## src/inc/pmc_params.svh

```systemverilog
// Named offsets, reset values, field positions and timing figures of the PLL margin block.
// Assumes it is included by bare name in every file that needs these constants.
`ifndef PMC_PARAMS_SVH
`define PMC_PARAMS_SVH
`define PMC_ADDR_STEP8_LOW   8'h67
`define PMC_ADDR_SOFT_HIGH   8'h68
`define PMC_ADDR_SOFT_LOW    8'h69
`define PMC_ADDR_STRETCH     8'h75
`define PMC_ADDR_FILTER      8'h76
`define PMC_ADDR_CAL_WAIT    8'h77
`define PMC_RST_STEP8_LOW    8'h9E
`define PMC_RST_SOFT_HIGH    2'h0
`define PMC_RST_SOFT_LOW     8'h00
`define PMC_RST_STRETCH      1'h0
`define PMC_RST_FILTER       3'h3
`define PMC_RST_CLSD_WAIT    2'h0
`define PMC_RST_VCO_WAIT     2'h1
`define PMC_RD_ZERO          8'h00
`define PMC_STRETCH_BIT      7
`define PMC_SOFT_HIGH_MSB    1
`define PMC_FILTER_MSB       2
`define PMC_CLSD_MSB         3
`define PMC_CLSD_LSB         2
`define PMC_VCO_MSB          1
`define PMC_VCO_LSB          0
`define PMC_MODE_PIN         2'h1
`define PMC_MODE_SOFT        2'h2
`define PMC_STEP_LAST        3'h7
`define PMC_CLK_PERIOD_NS    50
`define PMC_NS_PER_US        1000
`define PMC_US_PER_MS        1000
`define PMC_VCO_WAIT0_US     20
`define PMC_VCO_WAIT1_US     400
`define PMC_VCO_WAIT2_US     8000
`define PMC_VCO_WAIT3_US     200000
`define PMC_CLSD_WAIT0_US    30
`define PMC_CLSD_WAIT1_US    300
`define PMC_CLSD_WAIT2_MS    30
`define PMC_CLSD_WAIT3_MS    300
`endif

```

## src/inc/pmc_pkg.sv

```systemverilog
// Types shared by the register slice and its calibration sequencer.
// Assumes nothing beyond a SystemVerilog compiler.
package pmc_pkg;
   typedef enum logic [1:0] {S_IDLE, S_VCO, S_CLSD} pmc_seq_state_t;
   typedef logic [1:0]  pmc_wait_code_t;
   typedef logic [18:0] pmc_us_count_t;
endpackage : pmc_pkg

```

## src/inc/pmc_cal_if.sv

```systemverilog
// Carrier between the register slice and the calibration sequencer.
// Assumes both ends run on the same clock and reset.
`timescale 1ns/1ps
`default_nettype none
interface pmc_cal_if;
   pmc_pkg::pmc_wait_code_t vco_code;
   pmc_pkg::pmc_wait_code_t clsd_code;
   logic                    start;
   logic                    busy;
   logic                    done;
   modport ctrl (output vco_code, output clsd_code, output start, input busy, input done);
   modport seq  (input vco_code, input clsd_code, input start, output busy, output done);
endinterface : pmc_cal_if
`default_nettype wire

```

## src/verilog/pmc_cal_seq.sv

```systemverilog
// Calibration sequencer: VCO settle wait followed by closed-loop settle wait.
// Assumes a single clock and an active-low asynchronous reset shared with the register slice.
`timescale 1ns/1ps
`default_nettype none
`include "pmc_params.svh"
module pmc_cal_seq #(
   parameter int CYC_PER_US = `PMC_NS_PER_US / `PMC_CLK_PERIOD_NS,
   parameter int VCO_US0    = `PMC_VCO_WAIT0_US,
   parameter int VCO_US1    = `PMC_VCO_WAIT1_US,
   parameter int VCO_US2    = `PMC_VCO_WAIT2_US,
   parameter int VCO_US3    = `PMC_VCO_WAIT3_US,
   parameter int CLSD_US0   = `PMC_CLSD_WAIT0_US,
   parameter int CLSD_US1   = `PMC_CLSD_WAIT1_US,
   parameter int CLSD_US2   = `PMC_CLSD_WAIT2_MS * `PMC_US_PER_MS,
   parameter int CLSD_US3   = `PMC_CLSD_WAIT3_MS * `PMC_US_PER_MS
) (
   input  wire logic clk_sys,
   input  wire logic resetn,
   pmc_cal_if.seq    cal
);
   pmc_pkg::pmc_seq_state_t state_reg, state_next;
   pmc_pkg::pmc_us_count_t  cnt_reg,   cnt_next;
   pmc_pkg::pmc_wait_code_t clsd_reg,  clsd_next;
   logic [7:0]              pre_reg,   pre_next;
   logic                    busy_reg,  busy_next;
   logic                    done_reg,  done_next;
   logic                    tick;

   function automatic pmc_pkg::pmc_us_count_t vco_us(input pmc_pkg::pmc_wait_code_t c);
      case (c)
         2'h0:    vco_us = 19'(VCO_US0);
         2'h1:    vco_us = 19'(VCO_US1);
         2'h2:    vco_us = 19'(VCO_US2);
         default: vco_us = 19'(VCO_US3);
      endcase
   endfunction : vco_us

   function automatic pmc_pkg::pmc_us_count_t clsd_us(input pmc_pkg::pmc_wait_code_t c);
      case (c)
         2'h0:    clsd_us = 19'(CLSD_US0);
         2'h1:    clsd_us = 19'(CLSD_US1);
         2'h2:    clsd_us = 19'(CLSD_US2);
         default: clsd_us = 19'(CLSD_US3);
      endcase
   endfunction : clsd_us

   assign tick     = (pre_reg == 8'(CYC_PER_US - 1));
   assign cal.busy = busy_reg;
   assign cal.done = done_reg;

   // Codes are latched at start so a rewrite mid-sequence cannot shorten a wait.
   always_comb begin
      state_next = state_reg;
      cnt_next   = cnt_reg;
      clsd_next  = clsd_reg;
      pre_next   = tick ? 8'h00 : pre_reg + 8'h01;
      done_next  = 1'b0;
      case (state_reg)
         pmc_pkg::S_IDLE: begin
            pre_next = 8'h00;
            if (cal.start) begin
               state_next = pmc_pkg::S_VCO;
               cnt_next   = vco_us(cal.vco_code);
               clsd_next  = cal.clsd_code;
            end
         end
         pmc_pkg::S_VCO: begin
            if (tick) begin
               if (cnt_reg == 19'h0_0001) begin
                  state_next = pmc_pkg::S_CLSD;
                  cnt_next   = clsd_us(clsd_reg);
               end else begin
                  cnt_next = cnt_reg - 19'h0_0001;
               end
            end
         end
         default: begin
            if (tick) begin
               if (cnt_reg == 19'h0_0001) begin
                  state_next = pmc_pkg::S_IDLE;
                  done_next  = 1'b1;
               end else begin
                  cnt_next = cnt_reg - 19'h0_0001;
               end
            end
         end
      endcase
      busy_next = (state_next != pmc_pkg::S_IDLE);
   end

   always_ff @(posedge clk_sys or negedge resetn) begin
      if (!resetn) begin
         state_reg <= pmc_pkg::S_IDLE;
         cnt_reg   <= 19'h0_0000;
         clsd_reg  <= 2'h0;
         pre_reg   <= 8'h00;
         busy_reg  <= 1'b0;
         done_reg  <= 1'b0;
      end else begin
         state_reg <= state_next;
         cnt_reg   <= cnt_next;
         clsd_reg  <= clsd_next;
         pre_reg   <= pre_next;
         busy_reg  <= busy_next;
         done_reg  <= done_next;
      end
   end

   logic [23:0] elapsed_reg;
   logic [23:0] total_reg;
   always_ff @(posedge clk_sys or negedge resetn) begin
      if (!resetn) begin
         elapsed_reg <= 24'h00_0000;
         total_reg   <= 24'h00_0000;
      end else if (state_reg == pmc_pkg::S_IDLE) begin
         elapsed_reg <= 24'h00_0000;
         if (cal.start) begin
            total_reg <= 24'((int'(vco_us(cal.vco_code)) + int'(clsd_us(cal.clsd_code)))
                             * CYC_PER_US);
         end
      end else begin
         elapsed_reg <= elapsed_reg + 24'h00_0001;
      end
   end
endmodule : pmc_cal_seq
`default_nettype wire

```

## src/verilog/pmc_cal_regs.sv

```systemverilog
// PLL margin and calibration configuration registers with margining selector.
// Assumes the serial register engine presents one-cycle read and write strobes on clk_sys.
`timescale 1ns/1ps
`default_nettype none
`include "pmc_params.svh"
module pmc_cal_regs #(
   parameter int STEP_COUNT = 8,
   parameter int OFFSET_W   = 10,
   parameter int CYC_PER_US = `PMC_NS_PER_US / `PMC_CLK_PERIOD_NS,
   parameter int VCO_US0    = `PMC_VCO_WAIT0_US,
   parameter int VCO_US1    = `PMC_VCO_WAIT1_US,
   parameter int VCO_US2    = `PMC_VCO_WAIT2_US,
   parameter int VCO_US3    = `PMC_VCO_WAIT3_US,
   parameter int CLSD_US0   = `PMC_CLSD_WAIT0_US,
   parameter int CLSD_US1   = `PMC_CLSD_WAIT1_US,
   parameter int CLSD_US2   = `PMC_CLSD_WAIT2_MS * `PMC_US_PER_MS,
   parameter int CLSD_US3   = `PMC_CLSD_WAIT3_MS * `PMC_US_PER_MS
) (
   input  wire logic                                clk_sys,
   input  wire logic                                resetn,
   input  wire logic                                reg_wr_en,
   input  wire logic                                reg_rd_en,
   input  wire logic [7:0]                          reg_addr,
   input  wire logic [7:0]                          reg_wdata,
   output logic      [7:0]                          reg_rdata,
   input  wire logic [1:0]                          margin_mode_sel,
   input  wire logic                                margin_step_pin,
   input  wire logic                                margin_aux_pin,
   input  wire logic [1:0]                          margin_step8_offset_high,
   input  wire logic [(STEP_COUNT-1)*OFFSET_W-1:0]  margin_step_offsets,
   output logic      [OFFSET_W-1:0]                 margin_offset,
   output logic                                     margin_enable,
   output logic      [2:0]                          margin_step_index,
   output logic                                     pd_pulse_stretch,
   output logic      [2:0]                          loop_filter_order_sel,
   output logic      [1:0]                          vco_settle_wait,
   output logic      [1:0]                          closed_loop_settle_wait,
   input  wire logic                                cal_start,
   output logic                                     cal_busy,
   output logic                                     cal_done
);
   logic [7:0]          step8_low_reg,  step8_low_next;
   logic [1:0]          soft_high_reg,  soft_high_next;
   logic [7:0]          soft_low_reg,   soft_low_next;
   logic                stretch_reg,    stretch_next;
   logic [2:0]          filter_reg,     filter_next;
   logic [1:0]          clsd_reg,       clsd_next;
   logic [1:0]          vco_reg,        vco_next;
   logic [7:0]          rdata_reg,      rdata_next;
   logic [OFFSET_W-1:0] offset_reg,     offset_next;
   logic                enable_reg,     enable_next;
   logic [2:0]          idx_reg,        idx_next;
   logic                pin_prev_reg,   pin_prev_next;
   logic [OFFSET_W-1:0] soft_offset;
   logic [OFFSET_W-1:0] step_offset;

   pmc_cal_if cal_if ();

   pmc_cal_seq #(
      .CYC_PER_US (CYC_PER_US),
      .VCO_US0    (VCO_US0),
      .VCO_US1    (VCO_US1),
      .VCO_US2    (VCO_US2),
      .VCO_US3    (VCO_US3),
      .CLSD_US0   (CLSD_US0),
      .CLSD_US1   (CLSD_US1),
      .CLSD_US2   (CLSD_US2),
      .CLSD_US3   (CLSD_US3)
   ) u_seq (
      .clk_sys (clk_sys),
      .resetn  (resetn),
      .cal     (cal_if.seq)
   );

   assign cal_if.vco_code  = vco_reg;
   assign cal_if.clsd_code = clsd_reg;
   assign cal_if.start     = cal_start;
   assign cal_busy         = cal_if.busy;
   assign cal_done         = cal_if.done;

   assign reg_rdata               = rdata_reg;
   assign margin_offset           = offset_reg;
   assign margin_enable           = enable_reg;
   assign margin_step_index       = idx_reg;
   assign pd_pulse_stretch        = stretch_reg;
   assign loop_filter_order_sel   = filter_reg;
   assign vco_settle_wait         = vco_reg;
   assign closed_loop_settle_wait = clsd_reg;

   assign soft_offset = {soft_high_reg, soft_low_reg};

   // Steps one to seven live in neighbouring registers; the eighth keeps its low byte here and takes its high bits from margin_step8_offset_high.
   function automatic logic [OFFSET_W-1:0] step_pick(input logic [2:0] idx);
      if (idx == `PMC_STEP_LAST) begin
         step_pick = {margin_step8_offset_high, step8_low_reg};
      end else begin
         step_pick = margin_step_offsets[idx*OFFSET_W +: OFFSET_W];
      end
   endfunction : step_pick

   assign step_offset = step_pick(idx_reg);

   always_comb begin
      step8_low_next = step8_low_reg;
      soft_high_next = soft_high_reg;
      soft_low_next  = soft_low_reg;
      stretch_next   = stretch_reg;
      filter_next    = filter_reg;
      clsd_next      = clsd_reg;
      vco_next       = vco_reg;
      if (reg_wr_en) begin
         if (reg_addr == `PMC_ADDR_STEP8_LOW) begin
            step8_low_next = reg_wdata;
         end else if (reg_addr == `PMC_ADDR_SOFT_HIGH) begin
            soft_high_next = reg_wdata[`PMC_SOFT_HIGH_MSB:0];
         end else if (reg_addr == `PMC_ADDR_SOFT_LOW) begin
            soft_low_next = reg_wdata;
         end else if (reg_addr == `PMC_ADDR_STRETCH) begin
            stretch_next = reg_wdata[`PMC_STRETCH_BIT];
         end else if (reg_addr == `PMC_ADDR_FILTER) begin
            // Reserved codes are stored as written; the filter treats them as undefined.
            filter_next = reg_wdata[`PMC_FILTER_MSB:0];
         end else if (reg_addr == `PMC_ADDR_CAL_WAIT) begin
            clsd_next = reg_wdata[`PMC_CLSD_MSB:`PMC_CLSD_LSB];
            vco_next  = reg_wdata[`PMC_VCO_MSB:`PMC_VCO_LSB];
         end
      end
   end

   // Reads answer one cycle later; reserved bits and unmapped offsets read zero.
   always_comb begin
      rdata_next = rdata_reg;
      if (reg_rd_en) begin
         if (reg_addr == `PMC_ADDR_STEP8_LOW) begin
            rdata_next = step8_low_reg;
         end else if (reg_addr == `PMC_ADDR_SOFT_HIGH) begin
            rdata_next = {6'h00, soft_high_reg};
         end else if (reg_addr == `PMC_ADDR_SOFT_LOW) begin
            rdata_next = soft_low_reg;
         end else if (reg_addr == `PMC_ADDR_STRETCH) begin
            rdata_next = {stretch_reg, 7'h00};
         end else if (reg_addr == `PMC_ADDR_FILTER) begin
            rdata_next = {5'h00, filter_reg};
         end else if (reg_addr == `PMC_ADDR_CAL_WAIT) begin
            rdata_next = {4'h0, clsd_reg, vco_reg};
         end else begin
            rdata_next = `PMC_RD_ZERO;
         end
      end
   end

   // The auxiliary pin is deliberately unused: in pin mode its state does not matter.
   always_comb begin
      pin_prev_next = margin_step_pin;
      idx_next      = idx_reg;
      offset_next   = {OFFSET_W{1'b0}};
      enable_next   = 1'b0;
      if (margin_mode_sel == `PMC_MODE_SOFT) begin
         offset_next = soft_offset;
         enable_next = 1'b1;
      end else if (margin_mode_sel == `PMC_MODE_PIN) begin
         if (margin_step_pin && !pin_prev_reg) begin
            idx_next = idx_reg + 3'h1;
         end
         offset_next = step_offset;
         enable_next = 1'b1;
      end
   end

   always_ff @(posedge clk_sys or negedge resetn) begin
      if (!resetn) begin
         step8_low_reg <= `PMC_RST_STEP8_LOW;
         soft_high_reg <= `PMC_RST_SOFT_HIGH;
         soft_low_reg  <= `PMC_RST_SOFT_LOW;
         stretch_reg   <= `PMC_RST_STRETCH;
         filter_reg    <= `PMC_RST_FILTER;
         clsd_reg      <= `PMC_RST_CLSD_WAIT;
         vco_reg       <= `PMC_RST_VCO_WAIT;
         rdata_reg     <= `PMC_RD_ZERO;
         offset_reg    <= {OFFSET_W{1'b0}};
         enable_reg    <= 1'b0;
         idx_reg       <= 3'h0;
         pin_prev_reg  <= 1'b0;
      end else begin
         step8_low_reg <= step8_low_next;
         soft_high_reg <= soft_high_next;
         soft_low_reg  <= soft_low_next;
         stretch_reg   <= stretch_next;
         filter_reg    <= filter_next;
         clsd_reg      <= clsd_next;
         vco_reg       <= vco_next;
         rdata_reg     <= rdata_next;
         offset_reg    <= offset_next;
         enable_reg    <= enable_next;
         idx_reg       <= idx_next;
         pin_prev_reg  <= pin_prev_next;
      end
   end
endmodule : pmc_cal_regs
`default_nettype wire

```

## config.mk

```make
export PLATFORM = sky130hd
export DESIGN_NAME = pmc_cal_regs
export DESIGN_NICKNAME = d
export VERILOG_FILES = /design/src/inc/pmc_pkg.sv /design/src/inc/pmc_cal_if.sv /design/src/verilog/pmc_cal_seq.sv /design/src/verilog/pmc_cal_regs.sv
export VERILOG_INCLUDE_DIRS = /design/src /design/src/inc
export SDC_FILE = /design/constraint.sdc
export NUM_CORES = 1
export LEC_CHECK = 0
export BUFFER_PORTS_ARGS = -buffer_cell sky130_fd_sc_hd__buf_2
export CORE_AREA = 2 2 73 144
export CTS_CLUSTER_SIZE = 28
export DETAILED_ROUTE_END_ITERATION = 10
export DIE_AREA = 0 0 75 146
export PLACE_DENSITY = 0.87
export SLEW_MARGIN = 20
export SYNTH_ARGS = -nofsm -noshare
export SYNTH_HDL_FRONTEND = slang
export SYNTH_HIERARCHICAL = 1
export SYNTH_SLANG_ARGS = --single-unit
```

## constraint.sdc

```tcl
create_clock -name clk_sys -period 3.13 [get_ports clk_sys]
set_clock_uncertainty 0.15 [all_clocks]
set_input_delay 0.313 -clock clk_sys [delete_from_list [all_inputs] [get_ports clk_sys]]
set_output_delay 0.313 -clock clk_sys [all_outputs]
set_load 0.01 [all_outputs]
```

==> summary.md <==
| Metric | Value |
|---|---|
| Relative slew slack | `47.1%` |
| TritonCTS clock tree | `done` |
| Post-synthesis cell count | `502` |
| DR pass1 iterations | `5` |
| Worst reg-to-reg setup slack | `0.58 ns` |
| WHS Path Cells | `2` |
| Max stage delay on crit path | `0.46 ns` |
| Starting DRC count in detailed routing | `423` |
| Worst Hold Path EP | `step8_low_reg[4]` |
| Final Setup Violations | `0` |
| CTS H-Tree Depth | `3` |
| Worst path cell trace | `ha_1 -> nor3b_1 -> nand2_2 -> a211oi_4 -> buf_4 -> o22ai_1 -> a22o_1` |
| Cell count of the worst reg-to-reg path | `7` |
| Static Leak | `2.82 nW` |
| GRT Overall Usage | `31.0%` |
| CTS sink cnt | `82` |
| Largest net degree at the start of global routing | `43` |
| CTS Buf Count | `9` |
| Slew @ Worst Pin | `0.792 ns` |
| Global route overflow | `0` |
| Avg Cell Area, Syn | `a little over 10 um^2` |
| Via count | `4927` |
| Asr flop ratio synth | `100%` |
| Synth warn | `6` |
| Reg-to-Reg Start | `u_seq/pre_reg[0]` |
| Clock-pin slew on the worst setup and hold paths | `0.06 ns` |
| Final worst slack | `0.576 ns` |
| Inst Count DP | `about 740` |
| Postcts setup bufs | `0` |
| RSZ-0062 raised after global routing | `false` |
| Clk Latency, worst-skew pair | `about 0.34 ns` |
| Status | `finished clean` |
| Slew Limit Fails | `0` |
| Cts hold-fix bufs | `2` |
| Netlist cell types | `between 70 and 80` |
| Worst min-delay path category | `primary input to flip-flop` |
| Worst path bufs/invs | `1` |
| Port buffer count | `127` |
| Delay-heaviest family, CP | `simple AND/OR/NAND/NOR gates` |
| Slowest CP cell | `nor3b_1` |
| CP arrival | `2.63 ns` |
| Startpoint type of the worst setup path | `flip-flop` |
| Synth top area cells | `dfrtp_1 (36%), mux2_2 (6.7%), mux4_2 (4.3%)` |
| Wire per inst | `21.2 um` |
| WHS | `between 0.07 and 0.08 ns` |
| Routed vias/inst | `6.47` |
| P&R area growth vs syn | `20.4%` |
| Sequential element share of the synthesized area | `39.7%` |
| Number of flip-flops in the largest register | `19` |
| First-pass GRT wire length | `25600 um` |
| Ratio of cells with drive above 1 in the final layout | `36.7%` |
| Post_cts resized | `0` |
| Syn Std Cell Area | `5190 um^2` |
| Initial Util | `53.2%` |
| Minimum clock period | `between 2 and 3 ns` |
| Crit. End Element | `flip-flop` |
| Max_cap viols | `0` |
| IO Pins | `129` |
| GPL Wtd Cong | `around 1.1` |
| Number of global-route vias before repair | `5137` |
| Maximum fanout along the worst path | `13` |
| Die H | `approximately 150 um` |
| Detailed Place HPWL | `about 12000 um` |
| Levels on crit path | `7` |
| Pwr dens | `514 nW/um^2` |
| Post-Syn Nets | `607` |
| WL final | `16100 um` |
| ANT nets after route | `0` |
| Fin Setup TNS | `0 ns` |
| Core area | `9760 um^2` |
| DP Area | `5910 um^2` |
| Diodes inserted | `0` |
| Final cycle utilization of the critical path | `81.6%` |
| Cell row count | `between 50 and 60` |
| WS Path Type | `flip-flop to flip-flop` |
| CTS max path bufs | `2` |
| Synth Register Bits | `82` |
| Endpoints failing hold | `0` |
| CTS root buffer | `clkbuf_16` |
| Commonest cells in the netlist | `dfrtp_1 (74), nand2_1 (32), mux2_2 (31)` |
| Initial antenna violation count | `0` |
| Top-count cell post-synth | `dfrtp_1` |
| Area leader, netlist | `dfrtp_1` |
| DIE WIDTH | `75 um` |
| Max VDD drop | `around 0.43 mV` |
| DRC viols | `0` |
| EDFF count, synth | `0` |
| Fmax | `0.392 GHz` |
| Main flop type after synthesis | `dfrtp_1` |
| CP required | `3.21 ns` |
| Worst slack at placement | `about 0.65 ns` |
| Post-synth top area share | `35.7%` |
| Post-Layout Cell Count | `761` |
| HP Start | `reg_wdata[4]` |
| Die area | `11000 um^2` |
| Post-Layout Inst Area | `6250 um^2` |
| Layout Nets | `between 700 and 800` |
| Reg2reg end | `u_seq/cnt_reg[12]` |
[metal layers]
| layer | track usage, % | up-vias | share of wire [%] |
|---|---|---|---|
| li1 | - | 2157 | - |
| met1 | 30.3 | 2406 | 32 |
| met2 | 56.8 | 296 | 57 |
| met3 | 6.30 | 68 | 5.4 |
| met4 | 17.5 | 0 | 5.9 |
| met5 | 0 | - | 0 |
[cells by family (layout without fill, tap and decap cells)]
| family | Yosys count | in the layout | synth area share [%] |
|---|---|---|---|
| AO/OA/AOI/OAI | 129 | 129 | 18.5 |
| XOR/XNOR | 10 | 10 | 1.69 |
| adder cells (fa/ha/maj) | 8 | 8 | 1.93 |
| buffers and inverters | 51 | 178 | 4.75 |
| flip-flops | 82 | 82 | 39.7 |
| multiplexers | 57 | 57 | 14.4 |
| AND/OR/NAND/NOR | 165 | 165 | 18.9 |
[through the flow]
| stage | total power, W | util [%] |
|---|---|---|
| 2_1_floorplan | 0.00186 | - |
| 3_3_place_gp | 0.00207 | 60.6 |
| 3_5_place_dp | 0.00209 | 60.6 |
| 4_1_cts | 0.00323 | 64.0 |
| 5_1_grt | 0.00337 | 64.0 |
| 6_report | 0.00321 | 64.0 |
[power breakdown]
part / leakage (nW) / internal [W] / switching, W / total (W)
clock: 0.153 / 0.000701 / 0.000427 / 0.00113
combinational: 1.66 / 0.000459 / 0.000392 / 0.000851
sequential: 1.01 / 0.00113 / 0.000107 / 0.00124
[worst max-delay path by stage]
| stage | start | slack [ns] | end |
|---|---|---|---|
| after floorplan | u_seq/pre_reg[0] | 0.96 | u_seq/cnt_reg[0] |
| after global placement | u_seq/cnt_reg[15] | 0.62 | u_seq/state_reg[1] |
| after detailed placement | u_seq/cnt_reg[15] | 0.65 | u_seq/state_reg[1] |
| after CTS | u_seq/cnt_reg[15] | 0.62 | u_seq/cnt_reg[9] |
| after global routing | u_seq/pre_reg[0] | 0.43 | u_seq/cnt_reg[6] |
| final | u_seq/pre_reg[0] | 0.58 | u_seq/cnt_reg[12] |
[cells in the final DEF, fill, tap and decap left out, types with 5 or more instances in the layout]
| master | instances |
|---|---|
| a32oi_1 | 5 |
| xor2_1 | 5 |
| xnor2_1 | 5 |
| a21oi_1 | 21 |
| mux2_2 | 31 |
| buf_4 | 12 |
| ha_1 | 8 |
| nand2_1 | 32 |
| nor2_1 | 27 |
| o22ai_1 | 13 |
| nor3_1 | 9 |
| nand3_1 | 21 |
| o21ai_0 | 10 |
| mux4_2 | 10 |
| inv_1 | 22 |
| clkbuf_16 | 9 |
| buf_2 | 126 |
| nand2b_1 | 15 |
| dfrtp_1 | 74 |
| o2bb2ai_1 | 8 |
| a2bb2oi_1 | 10 |
| dfstp_2 | 8 |
| a22o_1 | 5 |
| mux2i_1 | 13 |
| nor4_1 | 8 |
| o21ai_1 | 7 |
| a22oi_1 | 14 |
| nor3b_1 | 7 |
[final cells by class]
class	instances	area, um^2
multi-input combinational	369	2880
sequential	82	2060
tap	132	165
fill	776	3510
inverter	22	82.6
clock inverter	6	90.1
clock buffer	10	229
timing repair buffer	140	741
No activity file was read; power rests on OpenSTA's default activity.
